[config.mk]
export PLATFORM = sky130hd
export DESIGN_NAME = ssq_sensor2
export DESIGN_NICKNAME = d
export VERILOG_FILES = /design/src/verilog/ssq_sensor2.v
export VERILOG_INCLUDE_DIRS = /design/src /design/src/verilog
export SDC_FILE = /design/constraint.sdc
export NUM_CORES = 1
export LEC_CHECK = 0
export ABC_CLOCK_PERIOD_IN_PS = 13600
export BUFFER_PORTS_ARGS = -buffer_cell sky130_fd_sc_hd__buf_2
export CORE_ASPECT_RATIO = 0.8
export CORE_UTILIZATION = 47
export CTS_CLUSTER_DIAMETER = 150
export DETAILED_ROUTE_END_ITERATION = 10
export PLACE_DENSITY = 0.73
export SLEW_MARGIN = 20
export SYNTH_ARGS = -nofsm -noshare
export SYNTH_HDL_FRONTEND = slang
export SYNTH_SLANG_ARGS = --single-unit
[constraint.sdc]
create_clock -name i_clk -period 13.6 [get_ports i_clk]
set_input_delay 1.36 -clock i_clk [delete_from_list [all_inputs] [get_ports i_clk]]
set_output_delay 1.36 -clock i_clk [all_outputs]
set_load 0.1 [all_outputs]
[src/verilog/ssq_consts.vh]
`ifndef SSQ_CONSTS_VH
`define SSQ_CONSTS_VH
// ==========================================================
// Register offsets (8-bit address, word per register)
`define SSQ_ADDR_MODE      8'h00
`define SSQ_ADDR_LINES     8'h01
`define SSQ_ADDR_POLES     8'h02
`define SSQ_ADDR_OFFSET    8'h03
`define SSQ_ADDR_SETUP     8'h04
`define SSQ_ADDR_SETSTAT   8'h05
`define SSQ_ADDR_COUNT     8'h06
`define SSQ_ADDR_SPEED     8'h07
`define SSQ_ADDR_ANGLE     8'h08
`define SSQ_ADDR_IRQSTAT   8'h09
`define SSQ_ADDR_IRQMASK   8'h0A
`define SSQ_ADDR_CONTROL   8'h0B
// ==========================================================
// Operation mode codes
`define SSQ_MODE_OFF       16'h0000
`define SSQ_MODE_QUAD      16'h0004
`define SSQ_MODE_QUAD_INV  16'h0068
`define SSQ_MODE_QREF      16'h03EC
`define SSQ_MODE_QREF_INV  16'h0450
`define SSQ_MODE_RES       16'h2710
`define SSQ_MODE_RES_INV   16'h2774
// ==========================================================
// Settings limits and reset values
`define SSQ_LINES_MIN      14'h0001
`define SSQ_LINES_MAX      14'h2000
`define SSQ_LINES_RESET    14'h0400
`define SSQ_POLES_MIN      3'h1
`define SSQ_POLES_MAX      3'h7
`define SSQ_POLES_RESET    3'h1
`define SSQ_SETUP_OFFSET   16'h0226
// Offset: signed, 65536 units per electrical turn, range +-1 turn
`define SSQ_OFFSET_MAX     18'h1_0000
// Setup status codes
`define SSQ_SST_IDLE       3'h0
`define SSQ_SST_STO        3'h1
`define SSQ_SST_RUN        3'h2
`define SSQ_SST_DONE       3'h3
`define SSQ_SST_FAULT      3'h4
// Interrupt status bits
`define SSQ_IRQ_REFERR     0
`define SSQ_IRQ_DIRFAULT   1
`define SSQ_IRQ_SETDONE    2
`define SSQ_IRQ_REFPULSE   3
// Timing
`define SSQ_CLK_HZ         40000000
`define SSQ_SPEED_WIN_US   2000
`define SSQ_SPEED_WIN_CYC  ((`SSQ_CLK_HZ / 1000000) * `SSQ_SPEED_WIN_US)
`define SSQ_TUNE_STEPS     16'h0100
`endif

[src/verilog/ssq_sensor2.v]
// Implementation choices: strobed register access and the register addresses.
`timescale 1ns/1ps
// Summary of operation
// Mode zero: no speed measurement
// Mode 4: quadrature, direction, four edges
// Mode 104: as 4, speed sign inverted
// Mode 1004: quadrature plus reference pulse check
// Mode 1104: reference mode, inverted speed
// Mode 10000: resolver angle and speed
// Mode 10100: resolver, inverted speed
// Line count 1..8192, default 1024
// Tracks count edges up to 300 kHz
// Four-edge counting is fixed
// Pole pairs 1..7, default 1
// Angle wraps once per pole pair; code ignores poles and wraps once per resolver turn
// Setup code 550 starts offset tuning
// Tuning reports safe-torque-off release request
// Valid offset stored, then device reset
// Direction disagreement raises mismatch fault
// Clockwise rotation gives positive speed
// Double track change is error, uncounted
// Offset added to electrical angle
`include "ssq_consts.vh"
module ssq_sensor2 (
    input  wire        i_clk,             // 40 MHz system clock
    input  wire        i_reset,           // Synchronous reset, active high
    input  wire [7:0]  i_addr,            // Register address
    input  wire [31:0] i_wdata,           // Register write data
    input  wire        i_wr,              // Write strobe
    input  wire        i_rd,              // Read strobe
    output reg  [31:0] o_rdata,           // Read data, cycle after strobe
    output wire        o_irq,             // Level interrupt
    input  wire        i_track_a,         // Encoder track A
    input  wire        i_track_b,         // Encoder track B
    input  wire        i_track_ref,       // Encoder reference pulse
    input  wire [15:0] i_res_angle,       // Resolver angle from sin/cos converter
    input  wire        i_safe_torque_off_inputs, // Safe-torque-off release state
    input  wire        i_motor_dir,       // Motor commanded direction, 1 = clockwise
    input  wire        i_motor_running,   // Motor turning under drive control
    output reg  [15:0] o_elec_angle,      // Offset electrical angle for commutation
    output reg  [31:0] o_speed,           // Signed speed, counts per window
    output reg         o_meas_active,     // Measurement enabled
    output reg         o_direction_mismatch_fault, // Direction fault level
    output reg         o_device_reset     // One-cycle request to reset device
);
    // ==========================================================
    // Settings registers
    reg [15:0] mode;            // Operation mode
    reg [13:0] lines;           // Division marks
    reg [2:0]  poles;           // Resolver pole pairs
    reg [17:0] offset;          // Signed angle offset
    reg [15:0] setup_sel;       // Setup selection
    reg [2:0]  setup_stat;      // Setup status
    reg [3:0]  irq_stat;        // Sticky events
    reg [3:0]  irq_mask;        // Interrupt mask
    reg [31:0] position;        // Signed edge counter
    reg [31:0] win_count;       // Edges in current window
    reg [31:0] win_timer;       // Window timer
    reg [1:0]  ab_prev;         // Previous track state
    reg        ref_prev;        // Previous reference level
    reg [15:0] edges_since_ref; // Edges since last reference pulse
    reg [15:0] ang_prev;        // Previous resolver angle
    // ==========================================================
    // Mode decode
    wire quad_mode = (mode == `SSQ_MODE_QUAD) || (mode == `SSQ_MODE_QUAD_INV) ||
                     (mode == `SSQ_MODE_QREF) || (mode == `SSQ_MODE_QREF_INV); // see R2
    wire ref_mode  = (mode == `SSQ_MODE_QREF) || (mode == `SSQ_MODE_QREF_INV);
    wire res_mode  = (mode == `SSQ_MODE_RES) || (mode == `SSQ_MODE_RES_INV);
    wire inv_mode  = (mode == `SSQ_MODE_QUAD_INV) || (mode == `SSQ_MODE_QREF_INV) ||
                     (mode == `SSQ_MODE_RES_INV); // see R3 see R5
    wire active    = quad_mode || res_mode;
    // ==========================================================
    // Quadrature decode, sampled every 25 ns so 300 kHz is ample
    wire [1:0] ab_now  = {i_track_a, i_track_b};
    wire       ab_chg  = (ab_now != ab_prev);
    wire       ab_both = (ab_now[0] != ab_prev[0]) && (ab_now[1] != ab_prev[1]);
    // Forward when A leads B: clockwise counts up
    wire       ab_fwd  = (ab_prev[0] ^ ab_now[1]);
    reg  signed [1:0] quad_step;
    always @* begin
        quad_step = 2'sb00;
        if (quad_mode && ab_chg && !ab_both) begin
            quad_step = ab_fwd ? 2'sb01 : 2'sb11;
        end
    end
    wire quad_err = quad_mode && ab_both;
    // Reference check: edges between pulses must equal 4 * lines
    wire [15:0] lines4   = {lines, 2'b00};            // see R10
    wire        ref_rise = i_track_ref && !ref_prev;
    wire        ref_err  = ref_mode && ref_rise && (edges_since_ref != lines4) &&
                           (edges_since_ref != 16'h0000);
    // ==========================================================
    // Resolver step, wrap-aware difference
    wire [15:0] ang_diff = i_res_angle - ang_prev;    // see R6
    wire [15:0] ang_sum  = i_res_angle + offset[15:0];
    wire [31:0] res_step = {{16{ang_diff[15]}}, ang_diff};
    wire [31:0] step32   = res_mode ? res_step : {{30{quad_step[1]}}, quad_step};
    // ==========================================================
    // Measurement datapath
    always @(posedge i_clk) begin
        if (i_reset) begin
            ab_prev         <= ab_now;
            ref_prev        <= 1'b0;
            edges_since_ref <= 16'h0000;
            ang_prev        <= i_res_angle;
            position        <= 32'h0000_0000;
            win_count       <= 32'h0000_0000;
            win_timer       <= 32'h0000_0000;
            o_speed         <= 32'h0000_0000;
            o_elec_angle    <= 16'h0000;
            o_meas_active   <= 1'b0;
        end else begin
            ab_prev       <= ab_now;
            ref_prev      <= i_track_ref;
            ang_prev      <= i_res_angle;
            o_meas_active <= active;
            if (!active) begin
                // Off: no counting, speed held at zero
                win_count <= 32'h0000_0000;
                win_timer <= 32'h0000_0000;
                o_speed   <= 32'h0000_0000;
            end else begin
                position  <= position + step32;
                if (win_timer == `SSQ_SPEED_WIN_CYC - 1) begin
                    win_timer <= 32'h0000_0000;
                    win_count <= 32'h0000_0000;
                    // Sign inversion equals swapping tracks
                    o_speed   <= inv_mode ? (32'h0000_0000 - (win_count + step32))
                                          : (win_count + step32); // see R3
                end else begin
                    win_timer <= win_timer + 32'h0000_0001;
                    win_count <= win_count + step32;
                end
            end
            // Reference pulse edge tally
            if (ref_rise) begin
                edges_since_ref <= 16'h0000;
            end else if (quad_step != 2'sb00) begin
                edges_since_ref <= edges_since_ref + 16'h0001;
            end
            // Electrical angle is resolver angle plus offset; poles is not applied
            if (res_mode) begin
                o_elec_angle <= ang_sum;                       // see R12
            end else begin
                o_elec_angle <= 16'h0000;
            end
        end
    end
    // ==========================================================
    // Auto-tuning sequence
    localparam ST_IDLE = 3'd0;
    localparam ST_STO  = 3'd1;
    localparam ST_RUN  = 3'd2;
    localparam ST_DONE = 3'd3;
    localparam ST_FLT  = 3'd4;
    reg [2:0]  tstate;      // Tuning state
    reg [15:0] tsteps;      // Samples taken
    reg [15:0] tune_angle;  // Captured offset candidate
    wire tune_start = i_wr && (i_addr == `SSQ_ADDR_SETUP) &&
                      (i_wdata[15:0] == `SSQ_SETUP_OFFSET);
    // Resolver direction versus motor direction while turning
    wire res_fwd   = !ang_diff[15] && (ang_diff != 16'h0000);
    wire res_back  = ang_diff[15];
    wire dir_bad   = i_motor_running && ((i_motor_dir && res_back) || (!i_motor_dir && res_fwd));
    reg  fault_ev;   // One-cycle fault event
    reg  done_ev;    // One-cycle completion event
    always @(posedge i_clk) begin
        if (i_reset) begin
            tstate         <= ST_IDLE;
            tsteps         <= 16'h0000;
            tune_angle     <= 16'h0000;
            setup_stat     <= `SSQ_SST_IDLE;
            o_device_reset <= 1'b0;
            o_direction_mismatch_fault <= 1'b0;
            fault_ev       <= 1'b0;
            done_ev        <= 1'b0;
        end else begin
            o_device_reset <= 1'b0;
            fault_ev       <= 1'b0;
            done_ev        <= 1'b0;
            case (tstate)
                ST_IDLE: begin
                    if (tune_start) begin
                        tstate     <= ST_STO;
                        setup_stat <= `SSQ_SST_STO;
                        o_direction_mismatch_fault <= 1'b0;
                    end
                end
                ST_STO: begin
                    // Wait for operator to release safe-torque-off
                    if (i_safe_torque_off_inputs) begin
                        tstate     <= ST_RUN;
                        tsteps     <= 16'h0000;
                        setup_stat <= `SSQ_SST_RUN;
                    end
                end
                ST_RUN: begin
                    if (dir_bad) begin
                        tstate     <= ST_FLT;
                        setup_stat <= `SSQ_SST_FAULT;
                        o_direction_mismatch_fault <= 1'b1;
                        fault_ev   <= 1'b1;
                    end else if (i_motor_running) begin
                        tsteps <= tsteps + 16'h0001;
                        if (tsteps == `SSQ_TUNE_STEPS - 16'h0001) begin
                            tune_angle <= 16'h0000 - i_res_angle;
                            tstate     <= ST_DONE;
                        end
                    end
                end
                ST_DONE: begin
                    // Offset stored and device reset pulse raised on the same edge
                    setup_stat     <= `SSQ_SST_DONE;
                    o_device_reset <= 1'b1;
                    done_ev        <= 1'b1;
                    tstate         <= ST_IDLE;
                end
                ST_FLT: begin
                    if (tune_start) begin
                        tstate     <= ST_STO;
                        setup_stat <= `SSQ_SST_STO;
                        o_direction_mismatch_fault <= 1'b0;
                    end
                end
                default: begin
                    tstate <= ST_IDLE;
                end
            endcase
        end
    end
    // ==========================================================
    // Register writes and sticky interrupt status
    wire [3:0] irq_ev;
    assign irq_ev[`SSQ_IRQ_REFERR]   = ref_err || quad_err;
    assign irq_ev[`SSQ_IRQ_DIRFAULT] = fault_ev;
    assign irq_ev[`SSQ_IRQ_SETDONE]  = done_ev;
    assign irq_ev[`SSQ_IRQ_REFPULSE] = ref_mode && ref_rise;
    wire [13:0] wr_lines = i_wdata[13:0];
    wire [2:0]  wr_poles = i_wdata[2:0];
    wire [17:0] wr_off   = i_wdata[17:0];
    wire [17:0] wr_abs   = wr_off[17] ? (18'h0_0000 - wr_off) : wr_off;
    always @(posedge i_clk) begin
        if (i_reset) begin
            mode      <= `SSQ_MODE_OFF;
            lines     <= `SSQ_LINES_RESET;
            poles     <= `SSQ_POLES_RESET;
            offset    <= 18'h0_0000;
            setup_sel <= 16'h0000;
            irq_mask  <= 4'h0;
            irq_stat  <= 4'h0;
        end else begin
            if (i_wr) begin
                case (i_addr)
                    `SSQ_ADDR_MODE: begin
                        // Unknown codes are ignored
                        if (i_wdata[15:0] == `SSQ_MODE_OFF || i_wdata[15:0] == `SSQ_MODE_QUAD ||
                            i_wdata[15:0] == `SSQ_MODE_QUAD_INV || i_wdata[15:0] == `SSQ_MODE_QREF ||
                            i_wdata[15:0] == `SSQ_MODE_QREF_INV || i_wdata[15:0] == `SSQ_MODE_RES ||
                            i_wdata[15:0] == `SSQ_MODE_RES_INV) begin
                            mode <= i_wdata[15:0];
                        end
                    end
                    `SSQ_ADDR_LINES: begin
                        if (wr_lines >= `SSQ_LINES_MIN && wr_lines <= `SSQ_LINES_MAX) begin
                            lines <= wr_lines;
                        end
                    end
                    `SSQ_ADDR_POLES: begin
                        if (wr_poles >= `SSQ_POLES_MIN) begin
                            poles <= wr_poles;
                        end
                    end
                    `SSQ_ADDR_OFFSET: begin
                        if (wr_abs <= `SSQ_OFFSET_MAX) begin
                            offset <= wr_off;
                        end
                    end
                    `SSQ_ADDR_SETUP: begin
                        setup_sel <= i_wdata[15:0];
                    end
                    `SSQ_ADDR_IRQMASK: begin
                        irq_mask <= i_wdata[3:0];
                    end
                    default: begin
                    end
                endcase
            end
            if (tstate == ST_DONE) begin
                offset <= {{2{tune_angle[15]}}, tune_angle};
            end
            // Read clears, but a new event wins
            if (i_rd && i_addr == `SSQ_ADDR_IRQSTAT) begin
                irq_stat <= irq_ev;
            end else begin
                irq_stat <= irq_stat | irq_ev;
            end
        end
    end
    assign o_irq = |(irq_stat & irq_mask);
    // ==========================================================
    // Read data, one cycle after the strobe
    always @(posedge i_clk) begin
        if (i_reset) begin
            o_rdata <= 32'h0000_0000;
        end else if (i_rd) begin
            case (i_addr)
                `SSQ_ADDR_MODE:    o_rdata <= {16'h0000, mode};
                `SSQ_ADDR_LINES:   o_rdata <= {18'h0_0000, lines};
                `SSQ_ADDR_POLES:   o_rdata <= {29'h0000_0000, poles};
                `SSQ_ADDR_OFFSET:  o_rdata <= {{14{offset[17]}}, offset};
                `SSQ_ADDR_SETUP:   o_rdata <= {16'h0000, setup_sel};
                `SSQ_ADDR_SETSTAT: o_rdata <= {29'h0000_0000, setup_stat};
                `SSQ_ADDR_COUNT:   o_rdata <= position;
                `SSQ_ADDR_SPEED:   o_rdata <= o_speed;
                `SSQ_ADDR_ANGLE:   o_rdata <= {16'h0000, o_elec_angle};
                `SSQ_ADDR_IRQSTAT: o_rdata <= {28'h000_0000, irq_stat};
                `SSQ_ADDR_IRQMASK: o_rdata <= {28'h000_0000, irq_mask};
                default:           o_rdata <= 32'h0000_0000;
            endcase
        end else begin
            o_rdata <= 32'h0000_0000;
        end
    end
endmodule

==> flow_summary.html, run 1 <==
<table>
<tr><th>Metric</th><th>Value</th></tr>
<tr><th colspan="2">Global route</th></tr>
<tr><td>Wire length of the first global-routing pass</td><td>84500 um</td></tr>
<tr><td>Via count of the first global-routing pass</td><td>15445</td></tr>
<tr><td>Remaining global-route overflow</td><td>0</td></tr>
<tr><td>Number of antenna violations at the first check in global routing</td><td>0</td></tr>
<tr><td>Global-route total usage across every layer</td><td>26.5%</td></tr>
<tr><td>Largest net degree at the start of global routing</td><td>89</td></tr>
<tr><th colspan="2">STA</th></tr>
<tr><td>Setup TNS</td><td>0 ps</td></tr>
<tr><td>Setup violation total in the final timing report</td><td>0</td></tr>
<tr><td>Slew Viols, Final</td><td>0</td></tr>
<tr><td>Setup repair after global routing missed its margin</td><td>false</td></tr>
<tr><td>Remaining max-slew budget at the tightest pin</td><td>roughly a quarter</td></tr>
<tr><td>Highest Clock Rate</td><td>around 130 MHz</td></tr>
<tr><td>Transition time at the pin with the least slew margin</td><td>approximately 1100 ps</td></tr>
<tr><td>Final hold violations</td><td>0</td></tr>
<tr><td>Final min period</td><td>7500 ps</td></tr>
<tr><td>Worst Clk Skew</td><td>~26 ps</td></tr>
<tr><td>Final period util</td><td>55.1%</td></tr>
<tr><th colspan="2">Floorplanning</th></tr>
<tr><td>Height of the chip</td><td>179 um</td></tr>
<tr><td>Num rows</td><td>64</td></tr>
<tr><td>Core area</td><td>just under 40000 sq um</td></tr>
<tr><td>Initial Utilization</td><td>47.9%</td></tr>
<tr><td>Horizontal die dimension</td><td>223 um</td></tr>
<tr><td>Total I/O pin count</td><td>150</td></tr>
<tr><td>Die outline area</td><td>around 40000 sq um</td></tr>
<tr><th colspan="2">Worst setup path</th></tr>
<tr><td>Delay-heaviest family, CP</td><td>compound AO/OA/AOI/OAI gates</td></tr>
<tr><td>Worst EP arrival</td><td>7910 ps</td></tr>
<tr><td>Critical Path, Cell by Cell</td><td>buf_2 -&gt; inv_1 -&gt; ha_1 -&gt; inv_1 -&gt; fa_1 -&gt; a21o_1 -&gt; a221oi_2 -&gt; a21oi_1 -&gt; a311oi_1 -&gt; xnor2_1 -&gt; inv_1 -&gt; a21oi_1 -&gt; ha_1 -&gt; a211oi_1 -&gt; o211ai_1 -&gt; a21oi_1 -&gt; nor3_1 -&gt; o31ai_1 -&gt; xor2_1 -&gt; nand3_1 -&gt; or4_1 -&gt; o41ai_1 -&gt; xor2_1 -&gt; a21oi_1</td></tr>
<tr><td>Critical Path Start Type</td><td>primary input</td></tr>
<tr><td>Critical-path cell with the highest stage delay</td><td>sky130_fd_sc_hd__or4_1</td></tr>
<tr><td>Max Fanout on Critical Path</td><td>7</td></tr>
<tr><td>Crit path launch</td><td>i_res_angle[0]</td></tr>
<tr><td>CP endpoint kind</td><td>flop</td></tr>
<tr><td>Reg-to-reg critical path endpoint</td><td>o_speed[30]</td></tr>
<tr><td>Worst path depth</td><td>24</td></tr>
<tr><td>Cell repeated most along the worst path</td><td>sky130_fd_sc_hd__a21oi_1</td></tr>
<tr><td>Worst r2r path cells</td><td>21</td></tr>
<tr><td>Launch point of the worst reg-to-reg path</td><td>mode[15]</td></tr>
<tr><td>Register-to-register path setup slack</td><td>6600 ps</td></tr>
<tr><td>Required @ worst endpoint</td><td>~14000 ps</td></tr>
<tr><td>Biggest cell delay along the critical path</td><td>approximately 520 ps</td></tr>
<tr><td>CP Class</td><td>in2reg</td></tr>
<tr><td>Worst setup path endpoint</td><td>o_speed[30]</td></tr>
<tr><td>Buffering stage count on the worst path with inverters included</td><td>4</td></tr>
<tr><th colspan="2">Clocking</th></tr>
<tr><td>Clock slew at reported path FFs</td><td>60 ps</td></tr>
<tr><td>Setup fix buffers added after clock tree synthesis</td><td>0</td></tr>
<tr><td>Maximum clock path buffer count</td><td>3</td></tr>
<tr><td>Number of H-tree levels</td><td>2</td></tr>
<tr><td>Hold_buf cts</td><td>0</td></tr>
<tr><td>Insertion delay to the later sink of the worst-skew pair</td><td>around 540 ps</td></tr>
<tr><td>Clock root cell</td><td>sky130_fd_sc_hd__clkbuf_16</td></tr>
<tr><td>Resized Gates After CTS</td><td>0</td></tr>
<tr><td>Num CTS Buffers</td><td>36</td></tr>
<tr><td>CTS tree</td><td>built</td></tr>
<tr><td>Total clock sinks</td><td>roughly 330</td></tr>
<tr><th colspan="2">Power</th></tr>
<tr><td>Power density normalized to cell area</td><td>between 100 and 150 nW/um^2</td></tr>
<tr><td>Total power of the final layout</td><td>about 0.0021 W</td></tr>
<tr><td>IR drop worst, VDD</td><td>around 0.000067 V</td></tr>
<tr><td>Total leakage power</td><td>8.16 nW</td></tr>
<tr><th colspan="2">Synth</th></tr>
<tr><td>Flops &amp; latches, synth</td><td>roughly 330</td></tr>
<tr><td>Area of the mapped netlist</td><td>about 18000 sq um</td></tr>
<tr><td>Synthesis warning total</td><td>0</td></tr>
<tr><td>Synthesized instance count</td><td>2205</td></tr>
<tr><td>Share of Yosys cell area claimed by the top area cell type</td><td>between 30 and 40%</td></tr>
<tr><td>Most frequent cells after synthesis</td><td>sky130_fd_sc_hd__dfxtp_1, sky130_fd_sc_hd__nor2_1, sky130_fd_sc_hd__a21oi_1, sky130_fd_sc_hd__nand2_1, sky130_fd_sc_hd__xnor2_1</td></tr>
<tr><td>Biggest area contributors in the synthesized netlist</td><td>sky130_fd_sc_hd__dfxtp_1, sky130_fd_sc_hd__ha_1, sky130_fd_sc_hd__nor2_1</td></tr>
<tr><td>Post-synth EDFFs</td><td>0</td></tr>
<tr><td>Async set-reset flop share out of synthesis</td><td>0%</td></tr>
<tr><td>Sequential element share of the synthesized area</td><td>a little over a third</td></tr>
<tr><td>Synth Flop Type</td><td>sky130_fd_sc_hd__dfxtp_1</td></tr>
<tr><td>Synthesized Nets</td><td>about 2400</td></tr>
<tr><td>Distinct cell type count of the synthesized netlist</td><td>slightly below 90</td></tr>
<tr><td>Average cell area after synthesis</td><td>roughly 8.4 sq um</td></tr>
<tr><td>Most common cell in the netlist</td><td>sky130_fd_sc_hd__dfxtp_1</td></tr>
<tr><td>Post-synthesis cell type with the largest combined area</td><td>sky130_fd_sc_hd__dfxtp_1</td></tr>
<tr><th colspan="2">Placement</th></tr>
<tr><td>GPL Wtd Cong</td><td>0.978</td></tr>
<tr><td>Number of input and output port buffers inserted</td><td>135</td></tr>
<tr><td>HPWL Detailed</td><td>roughly 40000 um</td></tr>
<tr><th colspan="2">Run status</th></tr>
<tr><td>Result of the run</td><td>completed</td></tr>
<tr><th colspan="2">Cells and area</th></tr>
<tr><td>Number of antenna repair diodes</td><td>0</td></tr>
<tr><td>Final core utilization</td><td>53.9%</td></tr>
<tr><td>NumNets Final</td><td>2456</td></tr>
<tr><td>Fraction of layout cells with a size suffix above 1</td><td>around 11%</td></tr>
<tr><td>Filler Cell Count</td><td>3519</td></tr>
<tr><td>Synthesis-to-finish area growth</td><td>12.6%</td></tr>
<tr><td>Footprint of the multi-input gates</td><td>around 11000 sq um</td></tr>
<tr><td>Area taken by flip-flops and latches</td><td>roughly 6600 sq um</td></tr>
<tr><th colspan="2">Route</th></tr>
<tr><td>Routed len/inst</td><td>just under 20 um</td></tr>
<tr><td>Number of design rule violations left after detail routing</td><td>0</td></tr>
<tr><td>Starting DRC count in detailed routing</td><td>roughly 1800</td></tr>
<tr><td>Length of the first detailed-routing pass in iterations</td><td>8</td></tr>
<tr><td>Via density per instance</td><td>6.05</td></tr>
<tr><td>Count of antenna-violating nets left after detailed routing</td><td>0</td></tr>
<tr><td>Via count of the routed design</td><td>16985</td></tr>
<tr><td>Routed WL</td><td>54900 um</td></tr>
<tr><th colspan="2">Run</th></tr>
<tr><td>Maximum Capacitance Violations</td><td>0</td></tr>
<tr><th colspan="2">Min path</th></tr>
<tr><td>Path class of the lowest-slack min-delay path</td><td>reg2reg</td></tr>
</table>
-- metal layers --
layer	vias to the layer above	track usage [%]	wire length, um
met5	-	0	0
li1	8090	-	-
met3	109	6.42	5310
met4	0	8.68	1530
met2	713	40.8	23700
met1	8073	36.3	24300
-- flip-flops by register name, summed over array words and instances, names as in the netlist, 4 cells and up --
| name | flops |
|---|---|
| win_timer | 32 |
| lines | 14 |
| o_elec_angle | 16 |
| position | 32 |
| offset | 18 |
| tune_angle | 16 |
| irq_stat | 4 |
| win_count | 32 |
| mode | 16 |
| o_rdata | 32 |
| setup_sel | 16 |
| tsteps | 16 |
| irq_mask | 4 |
| ang_prev | 16 |
| o_speed | 32 |
| edges_since_ref | 16 |
-- power by group --
part | switching [W] | internal, W
Sequential | 0.00000104 | 0.000964
Clock | 0.000416 | 0.000626
Combinational | 0.0000725 | 0.0000351
-- final cells by class --
class                           count  area share (%)
Multi-Input combinational cell   1705            54.1
Inverter                           60            1.09
Tap cell                          495            2.99
Clock inverter                     18            1.13
Clock buffer                       46            4.91
Sequential cell                   328            31.7
Timing Repair Buffer              156            4.07
-- cell families (layout without fill, tap and decap cells) --
family,count (synthesis),count (layout),share of synthesized area (%)
simple gates,800,800,21.0
compound gates,546,546,19.8
flops,328,328,35.7
xor+xnor,178,178,8.47
buf+inv,172,280,3.65
fa+ha+maj,103,103,7.16
mux,78,78,4.25
-- cells in the final DEF, fill, tap and decap left out, types with 21 or more instances in the layout --
| cell | count |
|---|---|
| sky130_fd_sc_hd__buf_2 | 134 |
| sky130_fd_sc_hd__xor2_1 | 75 |
| sky130_fd_sc_hd__nand4_1 | 25 |
| sky130_fd_sc_hd__and2_1 | 22 |
| sky130_fd_sc_hd__nand2b_1 | 30 |
| sky130_fd_sc_hd__and3_1 | 31 |
| sky130_fd_sc_hd__xnor2_1 | 103 |
| sky130_fd_sc_hd__dfxtp_1 | 328 |
| sky130_fd_sc_hd__a21oi_1 | 172 |
| sky130_fd_sc_hd__nand3_1 | 50 |
| sky130_fd_sc_hd__or3_1 | 23 |
| sky130_fd_sc_hd__a22oi_1 | 48 |
| sky130_fd_sc_hd__a21o_1 | 37 |
| sky130_fd_sc_hd__a211oi_1 | 51 |
| sky130_fd_sc_hd__mux2i_1 | 77 |
| sky130_fd_sc_hd__ha_1 | 99 |
| sky130_fd_sc_hd__nor2_1 | 300 |
| sky130_fd_sc_hd__clkbuf_16 | 36 |
| sky130_fd_sc_hd__o21ai_0 | 70 |
| sky130_fd_sc_hd__nand2_1 | 161 |
| sky130_fd_sc_hd__a31oi_1 | 26 |
| sky130_fd_sc_hd__nor3_1 | 48 |
| sky130_fd_sc_hd__inv_1 | 59 |
| sky130_fd_sc_hd__buf_4 | 21 |
-- worst min-delay path by stage --
stage	endpoint	cells after the start	startpoint	slack, ps
2_1_floorplan	irq_stat[1]	2	fault_ev	410
3_3_place_gp	irq_stat[1]	2	fault_ev	420
3_5_place_dp	o_direction_mismatch_fault	1	o_direction_mismatch_fault	440
4_1_cts	o_direction_mismatch_fault	1	o_direction_mismatch_fault	450
5_1_grt	o_direction_mismatch_fault	1	o_direction_mismatch_fault	480
6_report	o_direction_mismatch_fault	1	o_direction_mismatch_fault	450
-- stage by stage --
stage | hold WS (ps) | instances | setup slack (ps) | cell area, sq um
2_1_floorplan | 413 | 2205 | 6940 | 18400
3_3_place_gp | 424 | 2743 | 5620 | 19400
3_5_place_dp | 435 | 2744 | 5510 | 19500
4_1_cts | 449 | 2808 | 6070 | 20700
5_1_grt | 475 | 2808 | 5890 | 20700
6_report | 446 | 2808 | 6100 | 20700
-- worst reg2reg max path: stages, from the launching register on --
cell                       delay (ps)
sky130_fd_sc_hd__dfxtp_1          320
sky130_fd_sc_hd__nor4_1           550
sky130_fd_sc_hd__nand3_1          180
sky130_fd_sc_hd__or4_1            490
sky130_fd_sc_hd__o21ai_0          250
sky130_fd_sc_hd__buf_4            210
sky130_fd_sc_hd__a31oi_1           90
sky130_fd_sc_hd__buf_4            210
sky130_fd_sc_hd__a21oi_1          590
sky130_fd_sc_hd__inv_1            150
sky130_fd_sc_hd__fa_1             490
sky130_fd_sc_hd__nand2b_1         200
sky130_fd_sc_hd__a21oi_1          410
sky130_fd_sc_hd__o21ai_1          140
sky130_fd_sc_hd__a21oi_1          330
sky130_fd_sc_hd__o211ai_1         130
sky130_fd_sc_hd__a311o_1          490
sky130_fd_sc_hd__nor4_2           560
sky130_fd_sc_hd__nand4_1          320
sky130_fd_sc_hd__o41ai_1          530
sky130_fd_sc_hd__xor2_1           180
sky130_fd_sc_hd__a21oi_1           80
No activity file was read; power rests on OpenSTA's default activity.
==> inputs of run 2 (changes only) <==
Settings changed: ABC_CLOCK_PERIOD_IN_PS 13600 to 6300, PLACE_DENSITY 0.73 to 0.76.
Clock period 13.6 ns to 6.3 ns, I/O delays scaled along.
==> flow_summary.html, run 2 (synthesis results as in run 1) <==
<table>
<tr><th>Metric</th><th>Value</th></tr>
<tr><th colspan="2">Floorplanning</th></tr>
<tr><td>Die outline area</td><td>40000 sq um</td></tr>
<tr><td>Height of the chip</td><td>about 180 um</td></tr>
<tr><td>Initial Utilization</td><td>between 40% and 50%</td></tr>
<tr><td>Total I/O pin count</td><td>150</td></tr>
<tr><td>Horizontal die dimension</td><td>223 um</td></tr>
<tr><td>Num rows</td><td>64</td></tr>
<tr><td>Core area</td><td>approximately 38000 sq um</td></tr>
<tr><th colspan="2">Worst setup path</th></tr>
<tr><td>Register-to-register path setup slack</td><td>between 200 and 300 ps</td></tr>
<tr><td>Max Fanout on Critical Path</td><td>15</td></tr>
<tr><td>Critical Path Start Type</td><td>flop</td></tr>
<tr><td>CP endpoint kind</td><td>flop</td></tr>
<tr><td>CP Class</td><td>reg2reg</td></tr>
<tr><td>Worst EP arrival</td><td>~6500 ps</td></tr>
<tr><td>Required @ worst endpoint</td><td>a little under 7000 ps</td></tr>
<tr><td>Reg-to-reg critical path endpoint</td><td>o_speed[28]</td></tr>
<tr><td>Launch point of the worst reg-to-reg path</td><td>mode[15]</td></tr>
<tr><td>Worst r2r path cells</td><td>22</td></tr>
<tr><th colspan="2">Global route</th></tr>
<tr><td>Largest net degree at the start of global routing</td><td>between 60 and 70</td></tr>
<tr><td>Remaining global-route overflow</td><td>0</td></tr>
<tr><td>Via count of the first global-routing pass</td><td>15725</td></tr>
<tr><td>Wire length of the first global-routing pass</td><td>84300 um</td></tr>
<tr><td>Number of antenna violations at the first check in global routing</td><td>1</td></tr>
<tr><td>Global-route total usage across every layer</td><td>between 20% and 30%</td></tr>
<tr><th colspan="2">Min path</th></tr>
<tr><td>Path class of the lowest-slack min-delay path</td><td>in2reg</td></tr>
<tr><td>Min-Delay Startpoint</td><td>i_track_a</td></tr>
<tr><td>Capture endpoint of the worst hold path</td><td>ab_prev[1]</td></tr>
<tr><td>Hold-critical path depth</td><td>1</td></tr>
<tr><th colspan="2">STA</th></tr>
<tr><td>Slew Viols, Final</td><td>0</td></tr>
<tr><td>Setup violation total in the final timing report</td><td>0</td></tr>
<tr><td>Setup TNS</td><td>0 ps</td></tr>
<tr><td>Final period util</td><td>95.7%</td></tr>
<tr><td>Final hold violations</td><td>0</td></tr>
<tr><td>Worst-case setup margin in the final layout</td><td>about 270 ps</td></tr>
<tr><td>Transition time at the pin with the least slew margin</td><td>1170 ps</td></tr>
<tr><td>Worst Clk Skew</td><td>roughly 27 ps</td></tr>
<tr><td>Remaining max-slew budget at the tightest pin</td><td>21.5%</td></tr>
<tr><td>Post-Route Hold Slack</td><td>~260 ps</td></tr>
<tr><td>Highest Clock Rate</td><td>around 170 MHz</td></tr>
<tr><td>Final min period</td><td>between 6000 and 7000 ps</td></tr>
<tr><td>Setup repair after global routing missed its margin</td><td>false</td></tr>
<tr><th colspan="2">Placement</th></tr>
<tr><td>GPL Wtd Cong</td><td>between 1 and 1.5</td></tr>
<tr><td>HPWL Detailed</td><td>~41000 um</td></tr>
<tr><td>Worst slack after detailed placement</td><td>-30.7 ps</td></tr>
<tr><td>Number of input and output port buffers inserted</td><td>about 140</td></tr>
<tr><th colspan="2">Power</th></tr>
<tr><td>Net switching power of the design</td><td>around 0.0011 W</td></tr>
<tr><td>Comb pwr share</td><td>under 10%</td></tr>
<tr><td>Switching power share of the total</td><td>about a quarter</td></tr>
<tr><td>Total power of the final layout</td><td>between 0.004 and 0.005 W</td></tr>
<tr><td>Internal power contribution</td><td>~0.0035 W</td></tr>
<tr><td>Part of the total power dissipated in sequential elements</td><td>a little under half</td></tr>
<tr><td>Power density normalized to cell area</td><td>roughly 220 nW/um^2</td></tr>
<tr><td>IR drop worst, VDD</td><td>between 0.00015 and 0.0002 V</td></tr>
<tr><td>Clock power share</td><td>about 50%</td></tr>
<tr><td>Total leakage power</td><td>about 8.4 nW</td></tr>
<tr><th colspan="2">Clocking</th></tr>
<tr><td>Insertion delay to the later sink of the worst-skew pair</td><td>550 ps</td></tr>
<tr><td>Number of H-tree levels</td><td>2</td></tr>
<tr><td>Clock root cell</td><td>sky130_fd_sc_hd__clkbuf_16</td></tr>
<tr><td>CTS tree</td><td>built</td></tr>
<tr><td>Clock slew at reported path FFs</td><td>about 60 ps</td></tr>
<tr><td>Maximum clock path buffer count</td><td>3</td></tr>
<tr><td>Total clock sinks</td><td>between 300 and 400</td></tr>
<tr><td>Num CTS Buffers</td><td>37</td></tr>
<tr><th colspan="2">Route</th></tr>
<tr><td>Via density per instance</td><td>6.07</td></tr>
<tr><td>Count of antenna-violating nets left after detailed routing</td><td>0</td></tr>
<tr><td>Number of design rule violations left after detail routing</td><td>0</td></tr>
<tr><td>Routed WL</td><td>~55000 um</td></tr>
<tr><td>Routed len/inst</td><td>between 15 and 20 um</td></tr>
<tr><td>Via count of the routed design</td><td>around 17000</td></tr>
<tr><td>Length of the first detailed-routing pass in iterations</td><td>7</td></tr>
<tr><td>Starting DRC count in detailed routing</td><td>about 1700</td></tr>
<tr><th colspan="2">Cells and area</th></tr>
<tr><td>Most frequent standard cell in the layout excluding fill and tap cells</td><td>sky130_fd_sc_hd__dfxtp_1</td></tr>
<tr><td>Filler Cell Count</td><td>between 3000 and 4000</td></tr>
<tr><td>Area taken by flip-flops and latches</td><td>6570 sq um</td></tr>
<tr><td>NumNets Final</td><td>approximately 2500</td></tr>
<tr><td>Fraction of layout cells with a size suffix above 1</td><td>13.4%</td></tr>
<tr><td>Footprint of the multi-input gates</td><td>around 11000 sq um</td></tr>
<tr><td>Synthesis-to-finish area growth</td><td>14.7%</td></tr>
<tr><td>Final core utilization</td><td>between 50 and 60%</td></tr>
<tr><td>Most frequent cells in the layout</td><td>sky130_fd_sc_hd__dfxtp_1, sky130_fd_sc_hd__nor2_1, sky130_fd_sc_hd__a21oi_1</td></tr>
<tr><th colspan="2">Run</th></tr>
<tr><td>Maximum Capacitance Violations</td><td>0</td></tr>
<tr><th colspan="2">Run status</th></tr>
<tr><td>Result of the run</td><td>completed</td></tr>
</table>
-- run 2: cell types whose count changed in the layout (fill, tap and decap cells not counted), moves of 2 or more --
cell	before	now
sky130_fd_sc_hd__clkbuf_8	8	5
sky130_fd_sc_hd__clkinv_4	0	3
sky130_fd_sc_hd__clkinvlp_4	2	5
sky130_fd_sc_hd__bufinv_16	5	3
sky130_fd_sc_hd__clkbuf_16	36	39
sky130_fd_sc_hd__buf_4	21	69
-- run 2: final cells by class --
type                       instances  area share (%)
multi-input combinational       1705            53.3
sequential                       328            31.1
timing repair buffer             203            5.63
clock buffer                      45            4.97
tap                              495            2.93
inverter                          60            1.07
clock inverter                    21            1.00
antenna                            1          0.0119
-- run 2: worst max-delay path: stages, from the launching register on --
cell                       delay, ps
sky130_fd_sc_hd__dfxtp_1         350
sky130_fd_sc_hd__nor4_4          390
sky130_fd_sc_hd__nand3_1         140
sky130_fd_sc_hd__or4_1           490
sky130_fd_sc_hd__o21ai_0         260
sky130_fd_sc_hd__buf_4           210
sky130_fd_sc_hd__a31oi_1          80
sky130_fd_sc_hd__buf_4           220
sky130_fd_sc_hd__a21oi_1         360
sky130_fd_sc_hd__ha_1            340
sky130_fd_sc_hd__o21ai_1         120
sky130_fd_sc_hd__o21ai_1         400
sky130_fd_sc_hd__a21oi_2         100
sky130_fd_sc_hd__xnor2_1         180
sky130_fd_sc_hd__or4_4           590
sky130_fd_sc_hd__or4_1           520
sky130_fd_sc_hd__nor3_2          230
sky130_fd_sc_hd__nand4_1         120
sky130_fd_sc_hd__buf_4           180
sky130_fd_sc_hd__nor3_1          170
sky130_fd_sc_hd__a21oi_1         100
sky130_fd_sc_hd__xnor2_1         170
sky130_fd_sc_hd__a211oi_1        220
-- run 2: repair_timing --
| action | in CTS | in global routing |
|---|---|---|
| hold buffers | 0 | 0 |
| setup buffers | 0 | 1 |
| setup endpoints to repair | 0 | 11 |
| resized for setup | 0 | 7 |
| endpoints found under the hold margin | 0 | 0 |
-- run 2: how the worst max path moves through the flow --
stage	from	to	slack, ps	cells past startpoint
after floorplan	i_res_angle[8]	o_speed[31]	370	22
after global placement	i_res_angle[0]	o_speed[31]	100	25
after detailed placement	i_res_angle[0]	o_speed[31]	-30	27
after CTS	mode[15]	o_speed[26]	140	22
after global routing	ang_prev[0]	o_speed[31]	6	26
final	mode[15]	o_speed[28]	270	22
-- run 2: routing by layer --
layer | global-route usage, % | part of all wire, % | vias to the layer above
met5 | 0 | 0 | -
met4 | 10.5 | 3.6 | 0
met3 | 6.28 | 9.9 | 134
met2 | 40.0 | 43 | 803
met1 | 36.4 | 44 | 8208
li1 | - | - | 8196
-- run 2: power by group through the flow --
stage | Sequential, W | Combinational (W) | Clock [W]
2_1_floorplan | 0.00213 | 0.000141 | 0
3_3_place_gp | 0.00213 | 0.000229 | 0
4_1_cts | 0.00208 | 0.000236 | 0.00225
5_1_grt | 0.00208 | 0.000259 | 0.00234
6_report | 0.00208 | 0.000245 | 0.00223
3_5_place_dp | 0.00213 | 0.000235 | 0
-- run 2: per-stage QoR --
| step | std cells | cell area (sq um) |
|---|---|---|
| 2_1_floorplan | 2205 | 18400 |
| 3_3_place_gp | 2790 | 19800 |
| 3_5_place_dp | 2790 | 19800 |
| 4_1_cts | 2856 | 21100 |
| 5_1_grt | 2857 | 21100 |
| 6_report | 2858 | 21100 |
